$ cat src/iccd_pkg.sv
// Shared constants and types for the init config, gamma table and DAC block
package iccd_pkg;

  // ==========================================================================
  // Clock and timing
  localparam int CLK_MHZ       = 40;
  localparam int DAC_SETUP_NS  = 25;
  localparam int DAC_STROBE_NS = 100;
  localparam int DAC_HOLD_NS   = 25;

  // Least times round up to whole cycles, never below one
  function automatic int ns_to_cycles(input int ns);
    int c;
    c = (ns * CLK_MHZ + 999) / 1000;
    return (c < 1) ? 1 : c;
  endfunction

  localparam int DAC_SETUP_CYC  = ns_to_cycles(DAC_SETUP_NS);
  localparam int DAC_STROBE_CYC = ns_to_cycles(DAC_STROBE_NS);
  localparam int DAC_HOLD_CYC   = ns_to_cycles(DAC_HOLD_NS);

  // ==========================================================================
  // Register selection on the register port
  typedef enum logic [2:0] {
    SEL_CFG_B   = 3'h1,
    SEL_CFG_C   = 3'h2,
    SEL_CFG_D   = 3'h3,
    SEL_GAMMA   = 3'h4,
    SEL_DAC     = 3'h5,
    SEL_DELTA   = 3'h6
  } iccd_reg_sel_t;

  // ==========================================================================
  // Third init register layout
  localparam int C_TRI_ALIAS_BIT = 0;
  localparam int C_VFIFO_LSB     = 1;
  localparam int C_TEX_DIS_BIT   = 6;
  localparam int C_STRAP_LSB     = 8;
  localparam int C_TEX_DLY_LSB   = 13;
  localparam int C_TEX_FULL_LSB  = 17;
  localparam int C_YSUB_LSB      = 22;
  localparam logic [31:0] CFG_C_WR_MASK = 32'hFFFF_E07F;
  localparam logic [31:0] CFG_C_RESET   = 32'h001E_4000;
  localparam logic [31:0] FORCED_PCI_BASE = 32'h1F00_0000;

  // Fourth init register layout
  localparam int D_RD_WS_BIT     = 0;
  localparam int D_RD_AHEAD_BIT  = 1;
  localparam int D_LOW_WATER_LSB = 2;
  localparam int D_ROW_START_LSB = 8;
  localparam int D_ROW_WRAP_LSB  = 18;
  localparam logic [31:0] CFG_D_WR_MASK = 32'h0FFF_FFFF;
  localparam logic [31:0] CFG_D_RESET   = 32'h0000_0001;

  // Gamma load word and DAC access word
  localparam int GAMMA_IDX_LSB   = 24;
  localparam int GAMMA_ENTRIES   = 33;
  localparam int DAC_ADDR_LSB    = 8;
  localparam int DAC_READ_BIT    = 11;
  localparam logic [23:0] DELTA_RESET = 24'h00_0000;

  // ==========================================================================
  // Carriers
  typedef struct packed {
    logic [7:0] red;
    logic [7:0] green;
    logic [7:0] blue;
  } iccd_rgb_t;

  typedef struct packed {
    logic       read;
    logic [2:0] addr;
    logic [7:0] data;
  } iccd_dac_req_t;

endpackage

$ cat src/iccd_gamma.sv
// Gamma lookup table with three-channel linear interpolation
`timescale 1ns/1ps
`default_nettype none
module iccd_gamma (
  input  wire logic              clk,
  input  wire logic              reset,
  input  wire logic              wr_en,
  input  wire logic [5:0]        wr_idx,
  input  wire iccd_pkg::iccd_rgb_t wr_rgb,
  input  wire logic              pix_valid,
  input  wire iccd_pkg::iccd_rgb_t pix_in,
  output logic                   out_valid,
  output iccd_pkg::iccd_rgb_t    out_rgb
);
  import iccd_pkg::*;

  logic [23:0] table_reg [GAMMA_ENTRIES];
  iccd_rgb_t   out_rgb_next;

  // Blend two neighbours: e0 + (e1 - e0) * f / 8, done without signs
  function automatic logic [7:0] interp(input logic [7:0] e0,
                                        input logic [7:0] e1,
                                        input logic [2:0] f);
    logic [11:0] sum;
    sum = 12'(e0) * 12'(4'h8 - {1'b0, f}) + 12'(e1) * 12'(f);
    return sum[10:3];
  endfunction

  // Five upper bits pick the entry, three lower bits the blend
  function automatic logic [7:0] chan(input logic [7:0] c, input int sh);
    logic [23:0] a;
    logic [23:0] b;
    a = table_reg[c[7:3]];
    b = table_reg[6'(c[7:3]) + 6'h01];
    return interp(a[sh +: 8], b[sh +: 8], c[2:0]);
  endfunction

  // Lookup for all three channels
  always_comb begin
    out_rgb_next.red   = chan(pix_in.red, 16);
    out_rgb_next.green = chan(pix_in.green, 8);
    out_rgb_next.blue  = chan(pix_in.blue, 0);
  end

  // Table has no reset; only index 0..32 is stored
  always_ff @(posedge clk) begin
    if (wr_en && wr_idx < 6'(GAMMA_ENTRIES)) begin
      table_reg[wr_idx] <= wr_rgb;
    end
  end

  // One cycle of latency from pixel to corrected pixel
  always_ff @(posedge clk or posedge reset) begin
    if (reset) begin
      out_valid <= 1'b0;
      out_rgb   <= 24'h00_0000;
    end else begin
      out_valid <= pix_valid;
      out_rgb   <= out_rgb_next;
    end
  end
endmodule
`default_nettype wire

$ cat src/iccd_dac.sv
// Sequencer for one external DAC register access over the shared data lines
`timescale 1ns/1ps
`default_nettype none
module iccd_dac (
  input  wire logic                  clk,
  input  wire logic                  reset,
  input  wire logic                  start,
  input  wire iccd_pkg::iccd_dac_req_t req,
  input  wire logic [7:0]            dac_din,
  output logic                       busy,
  output logic [2:0]                 dac_addr,
  output logic [7:0]                 dac_dout,
  output logic                       dac_oe,
  output logic                       dac_wr_n,
  output logic                       dac_rd_n,
  output logic [7:0]                 rd_byte
);
  import iccd_pkg::*;

  typedef enum logic [1:0] {
    ST_IDLE   = 2'b00,
    ST_SETUP  = 2'b01,
    ST_STROBE = 2'b10,
    ST_HOLD   = 2'b11
  } iccd_dac_st_t;

  iccd_dac_st_t  st_reg, st_next;
  logic [3:0]    cnt_reg, cnt_next;
  iccd_dac_req_t req_reg, req_next;
  logic [7:0]    rd_reg, rd_next;
  logic [7:0]    din_meta_reg, din_sync_reg;

  // Sequence: setup, strobe, hold; a start while busy is dropped
  always_comb begin
    st_next  = st_reg;
    cnt_next = cnt_reg - 4'h1;
    req_next = req_reg;
    rd_next  = rd_reg;
    case (st_reg)
      ST_IDLE: begin
        cnt_next = 4'(DAC_SETUP_CYC - 1);
        if (start) begin
          req_next = req;
          st_next  = ST_SETUP;
        end
      end
      ST_SETUP: begin
        if (cnt_reg == 4'h0) begin
          st_next  = ST_STROBE;
          cnt_next = 4'(DAC_STROBE_CYC - 1);
        end
      end
      ST_STROBE: begin
        if (cnt_reg == 4'h0) begin
          // Sampled through the synchroniser, so data must be stable early
          if (req_reg.read) begin
            rd_next = din_sync_reg;
          end
          st_next  = ST_HOLD;
          cnt_next = 4'(DAC_HOLD_CYC - 1);
        end
      end
      ST_HOLD: begin
        if (cnt_reg == 4'h0) begin
          st_next = ST_IDLE;
        end
      end
      default: st_next = ST_IDLE;
    endcase
  end

  // State, pins and the read holding register
  always_ff @(posedge clk or posedge reset) begin
    if (reset) begin
      st_reg       <= ST_IDLE;
      cnt_reg      <= 4'h0;
      req_reg      <= 12'h000;
      rd_reg       <= 8'h00;
      din_meta_reg <= 8'h00;
      din_sync_reg <= 8'h00;
      busy         <= 1'b0;
      dac_addr     <= 3'h0;
      dac_dout     <= 8'h00;
      dac_oe       <= 1'b0;
      dac_wr_n     <= 1'b1;
      dac_rd_n     <= 1'b1;
    end else begin
      st_reg       <= st_next;
      cnt_reg      <= cnt_next;
      req_reg      <= req_next;
      rd_reg       <= rd_next;
      din_meta_reg <= dac_din;
      din_sync_reg <= din_meta_reg;
      busy         <= (st_next != ST_IDLE);
      dac_addr     <= req_next.addr;
      dac_dout     <= req_next.data;
      dac_oe       <= (st_next != ST_IDLE) && !req_next.read;
      dac_wr_n     <= !((st_next == ST_STROBE) && !req_next.read);
      dac_rd_n     <= !((st_next == ST_STROBE) && req_next.read);
    end
  end

  assign rd_byte = rd_reg;
endmodule
`default_nettype wire

$ cat src/iccd_regs.sv
// Late init registers, gamma table loader, DAC port and filter deltas
`timescale 1ns/1ps
`default_nettype none
module iccd_regs (
  input  wire logic                    CLK,
  input  wire logic                    RESET,
  // Register port
  input  wire logic                    REG_WR,
  input  wire logic                    REG_RD,
  input  wire iccd_pkg::iccd_reg_sel_t REG_SEL,
  input  wire logic [31:0]             REG_WDATA,
  output logic [31:0]                  REG_RDATA,
  // Configuration-space and first-register bits
  input  wire logic                    PCI_INIT_WRITE_PERMIT,
  input  wire logic                    PCI_INIT_REMAP,
  input  wire logic                    INIT_A_EDGE_FILTER,
  // Power-on straps
  input  wire logic [4:0]              STRAP_PINS,
  // PCI FIFO watermark
  input  wire logic [5:0]              PCI_FIFO_FREE,
  output logic                         MEM_FIFO_SPILL,
  // Configuration outputs
  output logic                         TRI_ALIAS_MAP,
  output logic [4:0]                   VIDEO_FIFO_THRESH,
  output logic                         TEX_IF_DISABLE,
  output logic [3:0]                   TEX_CLK_DELAY,
  output logic [4:0]                   TEX_FIFO_FULL_THRESH,
  output logic [9:0]                   Y_ORIGIN_SUB,
  output logic                         PCI_READ_WS2,
  output logic                         LFB_READ_AHEAD,
  output logic [9:0]                   MEM_FIFO_ROW_START,
  output logic [9:0]                   MEM_FIFO_ROW_WRAP,
  output logic [2:0]                   MEM_TYPE,
  output logic                         PASSTHRU_RESET_VAL,
  output logic                         FORCE_PCI_BASE,
  output logic                         FILTER_ENABLE,
  output iccd_pkg::iccd_rgb_t          FILTER_MAX_DELTA,
  // Video refresh path
  input  wire logic                    PIX_VALID,
  input  wire iccd_pkg::iccd_rgb_t     PIX_IN,
  output logic                         GAMMA_VALID,
  output iccd_pkg::iccd_rgb_t          GAMMA_OUT,
  // External DAC on the shared data lines
  output logic [2:0]                   DAC_ADDR,
  output logic [7:0]                   DAC_DATA_OUT,
  output logic                         DAC_DATA_OE,
  input  wire logic [7:0]              DAC_DATA_IN,
  output logic                         DAC_WR_N,
  output logic                         DAC_RD_N,
  output logic                         DAC_BUSY
);
  import iccd_pkg::*;

  // ==========================================================================
  // Declarations
  logic [31:0]   cfg_c_reg, cfg_c_next;
  logic [31:0]   cfg_d_reg, cfg_d_next;
  iccd_rgb_t     delta_reg, delta_next;
  logic [4:0]    strap_meta_reg, strap_sync_reg;
  logic [4:0]    strap_reg, strap_next;
  logic [1:0]    strap_age_reg, strap_age_next;
  logic          spill_reg, spill_next;
  logic          filter_reg, filter_next;
  logic [31:0]   rdata_reg, rdata_next;
  logic          gamma_wr;
  logic          dac_start;
  iccd_dac_req_t dac_req;
  logic [7:0]    dac_byte;

  // Merge a write under a mask so fixed bits keep their stored value
  function automatic logic [31:0] merge(input logic [31:0] old_v,
                                        input logic [31:0] new_v,
                                        input logic [31:0] mask);
    return (new_v & mask) | (old_v & ~mask);
  endfunction

  // ==========================================================================
  // Init registers: written directly, never queued behind the PCI FIFO
  always_comb begin
    cfg_c_next = cfg_c_reg;
    cfg_d_next = cfg_d_reg;
    delta_next = delta_reg;
    // Permit check guards against stray writes during bring-up
    if (REG_WR && PCI_INIT_WRITE_PERMIT) begin
      if (REG_SEL == SEL_CFG_C) begin
        cfg_c_next = merge(cfg_c_reg, REG_WDATA, CFG_C_WR_MASK);
      end
      if (REG_SEL == SEL_CFG_D) begin
        cfg_d_next = merge(cfg_d_reg, REG_WDATA, CFG_D_WR_MASK);
      end
    end
    // Filter deltas are not behind the permit
    if (REG_WR && REG_SEL == SEL_DELTA) begin
      delta_next = REG_WDATA[23:0];
    end
  end

  always_ff @(posedge CLK or posedge RESET) begin
    if (RESET) begin
      cfg_c_reg <= CFG_C_RESET;
      cfg_d_reg <= CFG_D_RESET;
      delta_reg <= DELTA_RESET;
    end else begin
      cfg_c_reg <= cfg_c_next;
      cfg_d_reg <= cfg_d_next;
      delta_reg <= delta_next;
    end
  end

  // ==========================================================================
  // Straps: synchronised, then frozen on the third edge after release.
  // Later pin wiggles are ignored so the read value stays stable.
  always_comb begin
    strap_next     = strap_reg;
    strap_age_next = strap_age_reg;
    // The sync stage only shows the pins two edges after release
    if (strap_age_reg != 2'h3) begin
      strap_age_next = strap_age_reg + 2'h1;
      strap_next     = strap_sync_reg;
    end
  end

  always_ff @(posedge CLK or posedge RESET) begin
    if (RESET) begin
      strap_meta_reg  <= 5'h00;
      strap_sync_reg  <= 5'h00;
      strap_reg       <= 5'h00;
      strap_age_reg   <= 2'h0;
    end else begin
      strap_meta_reg  <= STRAP_PINS;
      strap_sync_reg  <= strap_meta_reg;
      strap_reg       <= strap_next;
      strap_age_reg   <= strap_age_next;
    end
  end

  // ==========================================================================
  // Spill request and filter enable, one register stage each
  always_comb begin
    spill_next  = PCI_FIFO_FREE <
                  cfg_d_reg[D_LOW_WATER_LSB +: 6];
    filter_next = INIT_A_EDGE_FILTER;
  end

  always_ff @(posedge CLK or posedge RESET) begin
    if (RESET) begin
      spill_reg  <= 1'b0;
      filter_reg <= 1'b0;
    end else begin
      spill_reg  <= spill_next;
      filter_reg <= filter_next;
    end
  end

  // ==========================================================================
  // Read-back, one cycle after the read strobe
  always_comb begin
    rdata_next = 32'h0000_0000;
    if (REG_RD) begin
      case (REG_SEL)
        SEL_CFG_B: begin
          // Only the remapped view belongs here; the rest reads zero
          if (PCI_INIT_REMAP) begin
            rdata_next = {24'h00_0000, dac_byte};
          end
        end
        SEL_CFG_C: begin
          rdata_next = cfg_c_reg;
          rdata_next[C_STRAP_LSB +: 5] = strap_reg;
        end
        SEL_CFG_D: rdata_next = cfg_d_reg;
        SEL_DELTA: rdata_next = {8'h00, delta_reg};
        default:   rdata_next = 32'h0000_0000;
      endcase
    end
  end

  always_ff @(posedge CLK or posedge RESET) begin
    if (RESET) begin
      rdata_reg <= 32'h0000_0000;
    end else begin
      rdata_reg <= rdata_next;
    end
  end

  // ==========================================================================
  // Outputs, each a field of a register
  always_comb begin
    REG_RDATA            = rdata_reg;
    MEM_FIFO_SPILL       = spill_reg;
    TRI_ALIAS_MAP        = cfg_c_reg[C_TRI_ALIAS_BIT];
    VIDEO_FIFO_THRESH    = cfg_c_reg[C_VFIFO_LSB +: 5];
    TEX_IF_DISABLE       = cfg_c_reg[C_TEX_DIS_BIT];
    TEX_CLK_DELAY        = cfg_c_reg[C_TEX_DLY_LSB +: 4];
    TEX_FIFO_FULL_THRESH = cfg_c_reg[C_TEX_FULL_LSB +: 5];
    Y_ORIGIN_SUB         = cfg_c_reg[C_YSUB_LSB +: 10];
    PCI_READ_WS2         = cfg_d_reg[D_RD_WS_BIT];
    LFB_READ_AHEAD       = cfg_d_reg[D_RD_AHEAD_BIT];
    MEM_FIFO_ROW_START   = cfg_d_reg[D_ROW_START_LSB +: 10];
    MEM_FIFO_ROW_WRAP    = cfg_d_reg[D_ROW_WRAP_LSB +: 10];
    MEM_TYPE             = strap_reg[2:0];
    PASSTHRU_RESET_VAL   = strap_reg[3];
    FORCE_PCI_BASE       = strap_reg[4];
    FILTER_ENABLE        = filter_reg;
    FILTER_MAX_DELTA     = delta_reg;
  end

  // ==========================================================================
  // Gamma table load and refresh lookup
  assign gamma_wr = REG_WR && (REG_SEL == SEL_GAMMA);

  iccd_gamma u_gamma (
    .clk       (CLK),
    .reset     (RESET),
    .wr_en     (gamma_wr),
    .wr_idx    (REG_WDATA[GAMMA_IDX_LSB +: 6]),
    .wr_rgb    (REG_WDATA[23:0]),
    .pix_valid (PIX_VALID),
    .pix_in    (PIX_IN),
    .out_valid (GAMMA_VALID),
    .out_rgb   (GAMMA_OUT)
  );

  // ==========================================================================
  // DAC access: no arbitration with the memory controller here, the host
  // must idle the memory bus first, so the data lines are driven blindly
  assign dac_start    = REG_WR && (REG_SEL == SEL_DAC);
  assign dac_req.read = REG_WDATA[DAC_READ_BIT];
  assign dac_req.addr = REG_WDATA[DAC_ADDR_LSB +: 3];
  assign dac_req.data = REG_WDATA[7:0];

  iccd_dac u_dac (
    .clk      (CLK),
    .reset    (RESET),
    .start    (dac_start),
    .req      (dac_req),
    .dac_din  (DAC_DATA_IN),
    .busy     (DAC_BUSY),
    .dac_addr (DAC_ADDR),
    .dac_dout (DAC_DATA_OUT),
    .dac_oe   (DAC_DATA_OE),
    .dac_wr_n (DAC_WR_N),
    .dac_rd_n (DAC_RD_N),
    .rd_byte  (dac_byte)
  );
endmodule
`default_nettype wire

$ cat config.mk
export PLATFORM = sky130hd
export DESIGN_NAME = iccd_regs
export DESIGN_NICKNAME = d
export VERILOG_FILES = /design/src/iccd_pkg.sv /design/src/iccd_gamma.sv /design/src/iccd_dac.sv /design/src/iccd_regs.sv
export SDC_FILE = /design/constraint.sdc
export NUM_CORES = 2
export LEC_CHECK = 0
export ABC_CLOCK_PERIOD_IN_PS = 17950
export BUFFER_PORTS_ARGS = -buffer_cell sky130_fd_sc_hd__buf_4
export CORE_ASPECT_RATIO = 0.5
export CORE_MARGIN = 2
export CORE_UTILIZATION = 55
export CTS_BUF_LIST = sky130_fd_sc_hd__clkbuf_8 sky130_fd_sc_hd__clkbuf_16
export DETAILED_ROUTE_END_ITERATION = 10
export PLACE_DENSITY = 0.84
export REMOVE_ABC_BUFFERS = 1
export SYNTH_ARGS = -nofsm -noshare
export SYNTH_HDL_FRONTEND = slang
export SYNTH_SLANG_ARGS = --single-unit
export TNS_END_PERCENT = 1
$ cat constraint.sdc
create_clock -name CLK -period 17.95 [get_ports CLK]
set_input_delay 0.8975 -clock CLK [delete_from_list [all_inputs] [get_ports CLK]]
set_output_delay 0.8975 -clock CLK [all_outputs]
set_load 0.02 [all_outputs]
# --- Yosys cells after proc, flatten, opt, wreduce, memory -nomap -nowiden ---
# Memory sizes are Yosys's and may differ from the RTL's.
# Index checks and enable logic that the tools add are counted.
op_classes:
  reduce_logical: 18
  shifts: 0
  eq_ne: 11
  n_div: 0
  mul: 6
  n_bitwise: 2
  mux: 15
  n_lt_le_gt_ge: 2
  n_addsub: 11
ops:
  columns: ["cell", "count"]
  rows:
  - ["32-bit case mux with 4 select lines", 1]
  - ["8-bit by 12-bit multiplier with 11-bit output", 3]
  - ["11-bit adder", 3]
  - ["8-bit by 3-bit multiplier with 11-bit output", 3]
  - ["32-bit two-way mux", 1]
  - ["28-bit by 32-bit bitwise OR with 32-bit output", 1]
  - ["32-bit by 13-bit bitwise OR with 32-bit output", 1]
  - ["12-bit two-way mux", 2]
  - ["5-bit by 1-bit adder with 6-bit output (second input constant)", 3]
  - ["4-bit by 3-bit subtractor with 5-bit output (first input constant)", 3]
  - ["4-bit case mux with 3 select lines", 1]
  - ["3-bit equality test (second input constant)", 3]
  - ["1-bit logical AND", 8]
  - ["2-bit two-way mux", 4]
  - ["4-bit two-way mux", 2]
  - ["8-bit two-way mux", 1]
  - ["2-bit case mux with 4 select lines", 1]
  - ["2-bit equality test (second input constant)", 3]
  - ["3-bit by 2-bit equality test with 1-bit output (second input constant)", 2]
  - ["6-bit < comparator", 1]
  - ["6-bit < comparator (second input constant)", 1]
  - ["2-bit AND reduction", 3]
  - ["4-bit zero test", 1]
  - ["4-bit by 1-bit subtractor with 4-bit output (second input constant)", 1]
  - ["other kinds (9)", 12]
word_totals:
  mem_count: 1
  regBits: 210
  out_inout_bits: 151
  romBits: 0
  latchBits: 0
  mem_bits_rw: 792
memory_table:
  columns: ["memory", "words", "word_bits", "rd", "rd_ports_with_merged_regs", "wr", "line", "text"]
  rows:
  - ["u_gamma.table_reg", 33, 24, 6, 0, 1, "iccd_gamma.sv:17", "logic [23:0] table_reg [GAMMA_ENTRIES];"]

# --- Depth between registers and ports, before layout ---
depth:
  word_depth: 7
  depth_mapped: 31

# --- Cells and area by module ---
# A second synthesis with hierarchy kept.
unflattened:
  hier_cells: 2862
  hier_area_um2: 49607.6
by_module_without_submodules:
  columns: ["mod", "instances", "seq_area_each_um2", "area_per_inst_um2", "cells_per_inst"]
  rows:
  - ["iccd_gamma", 1, 24408.4, 42250.5, 2329]
  - ["iccd_regs", 1, 3235.6, 5620.4, 411]
  - ["iccd_dac", 1, 1153.6, 1736.7, 122]

# --- Worst setup path after synthesis ---
# No wires, ideal clock.
synth_timing:
  path_type: "input-to-reg"
  startpoint: "input PIX_IN[3] (netlist bit)"
  endpoint: "register u_gamma.out_rgb[7] (netlist bit)"
  arrival_ns: 7.054
  required_ns: 17.826
  n_path_buf: 3
  cell_stages: 26
  setup_time_ns: 0.124
  slack_ns: 10.772
  cell_sequence: "ha_1 buf_2 buf_1 clkbuf_1 mux4_2 mux4_1 mux2i_1 nor2_1 a21oi_1 nor2_1 fa_1 ha_1 fa_1 fa_1 inv_1 fa_1 inv_1 ha_1 nor2b_1 o21ai_0 a21boi_0 o21ai_0 nand2b_1 a21o_1 a21oi_1 xnor2_1"
synth_rtl:
  columns: ["element", "line", "text"]
  rows:
  - ["start: declaration", "iccd_regs.sv:40", "input wire iccd_pkg::iccd_rgb_t PIX_IN,"]
  - ["end signal: assignment", "iccd_gamma.sv:59", "out_rgb <= out_rgb_next;"]
  - ["end: declaration", "iccd_gamma.sv:13", "output iccd_pkg::iccd_rgb_t out_rgb"]

==> impl_results.md <==
* Design Area, Final at 55600 um^2
* Post-synthesis sequential area ratio at 57.9%
* Antenna violations before repair at 3
* Latest clock arrival within the worst-skew pair at 0.69 ns
* Post-DP HPWL at 81.7 mm
* Initial drt markers at 4806
* Combinational power share at 28.0%
* Final worst slack at 9.47 ns
* Flop-to-flop setup slack at 11.49 ns
* I/O Buffers at 236
* Period utilisation layout at 47.3%
* Max-cap viol count at 0
* Die W at 429 um
* Fillers at 5867
* Yosys reg bits at 992
* Post-CTS Resized at 0
* Final slew viol count at 0
* EDFF count, synth at 792
* Final hold viol count at 0
* Critical Path RT at 18.52 ns
* Final min period at 8.48 ns
* Final core occ at 62.5%
* Max Clock Skew at 0.0133 ns
* Netlist cell types at 73
* Setup TNS at 0 ns
* Largest net degree at the start of global routing at 80
* GR Overflow Total at 0
* Crit Path Max Fanout at 51
* Worst-path clk slew at 0.07 ns
* TritonRoute pass-1 iters at 8
* Sw Ratio at 30.7%
* Root Buffer: clkbuf_16
* Post-CTS repair timing setup buffer count at 0
* CTS tree: done
* PD cells at 115 nW/um^2
* Reg2Reg Depth at 22
* Cts hold-fix bufs at 0
* Dpl cell area at 52700 um^2
* Yosys warnings at 0
* Pre-CTS WS at 8.83 ns
* Global-route wire length before repair at 206 mm
* Number of flip-flops in the largest register at 792
* Worst Tran Pin Value at 1.31 ns
* Setup-failing EPs final at 0
* RePlAce Congestion at 0.882
* Synth-to-layout area growth at 11.8%
* # nets final at 3440
* Initial Util at 55.9%
* Hold_ws at 0.276 ns
* Vias at 30689
* Fraction of layout cells with a size suffix above 1 at 31.6%
* R2r endpoint: u_gamma.out_rgb[7]$_DFF_PP0_
* Most frequent cells in the layout: edfxtp_1 (792), mux4_2 (402), buf_4 (291)
* Ys async rst share at 20.2%
* Outcome: complete, no violations
* CP startpoint kind: input port
* Sink Count at 992
* # DRC at 0
* Pleak at 20.3 nW
* I/O pins at 237
* H-tree depth at 3
* Gr usage total at 30.1%
* F_max at 118 MHz
* FP Rows at 77
* Worst slew margin at 12.5%
* Syn Inst Count at 2962
* Synthesized cell area at 49700 um^2
* Area of the die at 92900 um^2
* Sequential power share at 42.2%
* Syn Area/Cell at 16.8 um^2
* CP arrival at 9.05 ns
* Sw Pwr at 0.00195 W
* Vias in the first global route at 31627
* Clock network power share at 29.8%
* HP Class: in2async
* Clock Tree Buf Depth at 3
* Critical path class: in2reg
* Num CTS Buffers at 88
* RSZ-0062 raised after global routing: false
* Maximum VDD drop at 72.9 uV
* Reg2reg start: u_gamma.table_reg[1][4]$_DFFE_PP_
* P_int at 0.00441 W
* Most frequent standard cell in the layout excluding fill and tap cells: edfxtp_1
* Vias per Instance at 6.97
* Final WL at 139 mm
* Core area at 88900 um^2
* Routed len/inst at 31.6 um
* DIE HEIGHT at 217 um
* DRT antenna net count at 0
* Most used DFF post-synth: edfxtp_1
* Worst setup EP type: register
-- cell families after synthesis --
kind of cell / share of synthesized area, %
DFF: 57.9
muxes: 23.5
and+or+nand+nor: 4.80
buffers and inverters: 3.19
AOI/OAI and AO/OA: 2.94
adders and majority gates: 6.66
xor gates and xnor gates: 0.984
-- layout make-up --
class	instances	area (um^2)	area share [%]
timing repair buffer	294	2220	4.00
clock inverter	65	529	0.953
sequential	992	28800	51.8
inverter	156	593	1.07
clock buffer	94	2300	4.13
multi-input combinational	1617	19600	35.3
tap	1185	1480	2.67
antenna	3	7.51	0.0135
-- routing by layer --
metal	GRT usage, %	share of wire [%]	vias up
li1	-	-	11929
met1	39.2	35	15701
met2	47.8	47	2609
met3	9.45	14	448
met4	12.0	4.3	2
met5	0	0.0093	-
-- metrics by stage --
stage	instances	total power, W
floorplan	2765	0.00391
global placement	4244	0.00440
detailed placement	4244	0.00448
CTS	4403	0.00637
global route	4403	0.00665
finish	4406	0.00636
-- cell usage after synthesis, types with 4 or more instances --
cell type | count | area, um^2
mux4_2 | 402 | 9050
a31oi_1 | 11 | 68.8
buf_6 | 5 | 56.3
a21oi_1 | 59 | 295
nor3b_1 | 4 | 30.0
nor3_1 | 17 | 85.1
or2_2 | 9 | 56.3
nand3b_1 | 7 | 52.6
nand2_1 | 118 | 443
nand2b_1 | 31 | 194
edfxtp_1 | 792 | 23800
buf_4 | 46 | 345
o21ai_0 | 20 | 100
nor2b_1 | 44 | 275
nor2_1 | 205 | 769
buf_1 | 23 | 86.3
o22ai_1 | 14 | 87.6
nand3_1 | 34 | 170
a22o_1 | 8 | 70.1
clkbuf_1 | 81 | 304
xnor2_1 | 30 | 263
xor2_1 | 14 | 123
or3_1 | 11 | 68.8
o221ai_1 | 28 | 245
a311oi_1 | 10 | 87.6
dfstp_2 | 8 | 210
buf_2 | 42 | 210
mux2i_1 | 124 | 1240
a21o_1 | 5 | 37.5
fa_1 | 99 | 1980
mux2_2 | 115 | 1290
a211oi_1 | 10 | 75.1
and3_1 | 15 | 93.8
ha_1 | 106 | 1330
inv_1 | 153 | 574
dfrtp_1 | 192 | 4800
a222oi_1 | 7 | 70.1
-- worst max-delay path, cell delays in order --
cell	delay (ns)
buf_4	0.29
buf_4	0.85
ha_2	0.67
buf_4	0.66
mux4_2	0.42
mux4_2	0.52
mux2i_1	0.19
nor2_1	0.07
a21oi_1	0.40
nor2b_1	0.13
fa_1	0.39
ha_1	0.33
fa_1	0.48
fa_1	0.50
inv_1	0.05
fa_1	0.47
inv_1	0.04
ha_1	0.32
nor2b_1	0.15
o21ai_0	0.24
a21boi_0	0.17
o21ai_0	0.18
nand2b_1	0.12
a21o_1	0.19
a21oi_1	0.17
xnor2_1	0.09
-- worst max path at each step --
stage                     from                       endpoint
floorplan           PIX_IN[19]  u_gamma.out_rgb[23]$_DFF_PP0_
global placement     PIX_IN[4]   u_gamma.out_rgb[7]$_DFF_PP0_
detailed placement   PIX_IN[4]   u_gamma.out_rgb[7]$_DFF_PP0_
CTS                  PIX_IN[4]   u_gamma.out_rgb[7]$_DFF_PP0_
global route         PIX_IN[4]   u_gamma.out_rgb[7]$_DFF_PP0_
finish               PIX_IN[4]   u_gamma.out_rgb[7]$_DFF_PP0_
-- power groups by stage --
stage | sequential (W) | clock [W] | combinational, W
5_1_grt | 0.00270 | 0.00199 | 0.00196
3_5_place_dp | 0.00273 | 0 | 0.00175
2_1_floorplan | 0.00282 | 0 | 0.00109
6_report | 0.00268 | 0.00190 | 0.00178
3_3_place_gp | 0.00272 | 0 | 0.00167
4_1_cts | 0.00269 | 0.00191 | 0.00178
No activity file was read; power rests on OpenSTA's default activity.
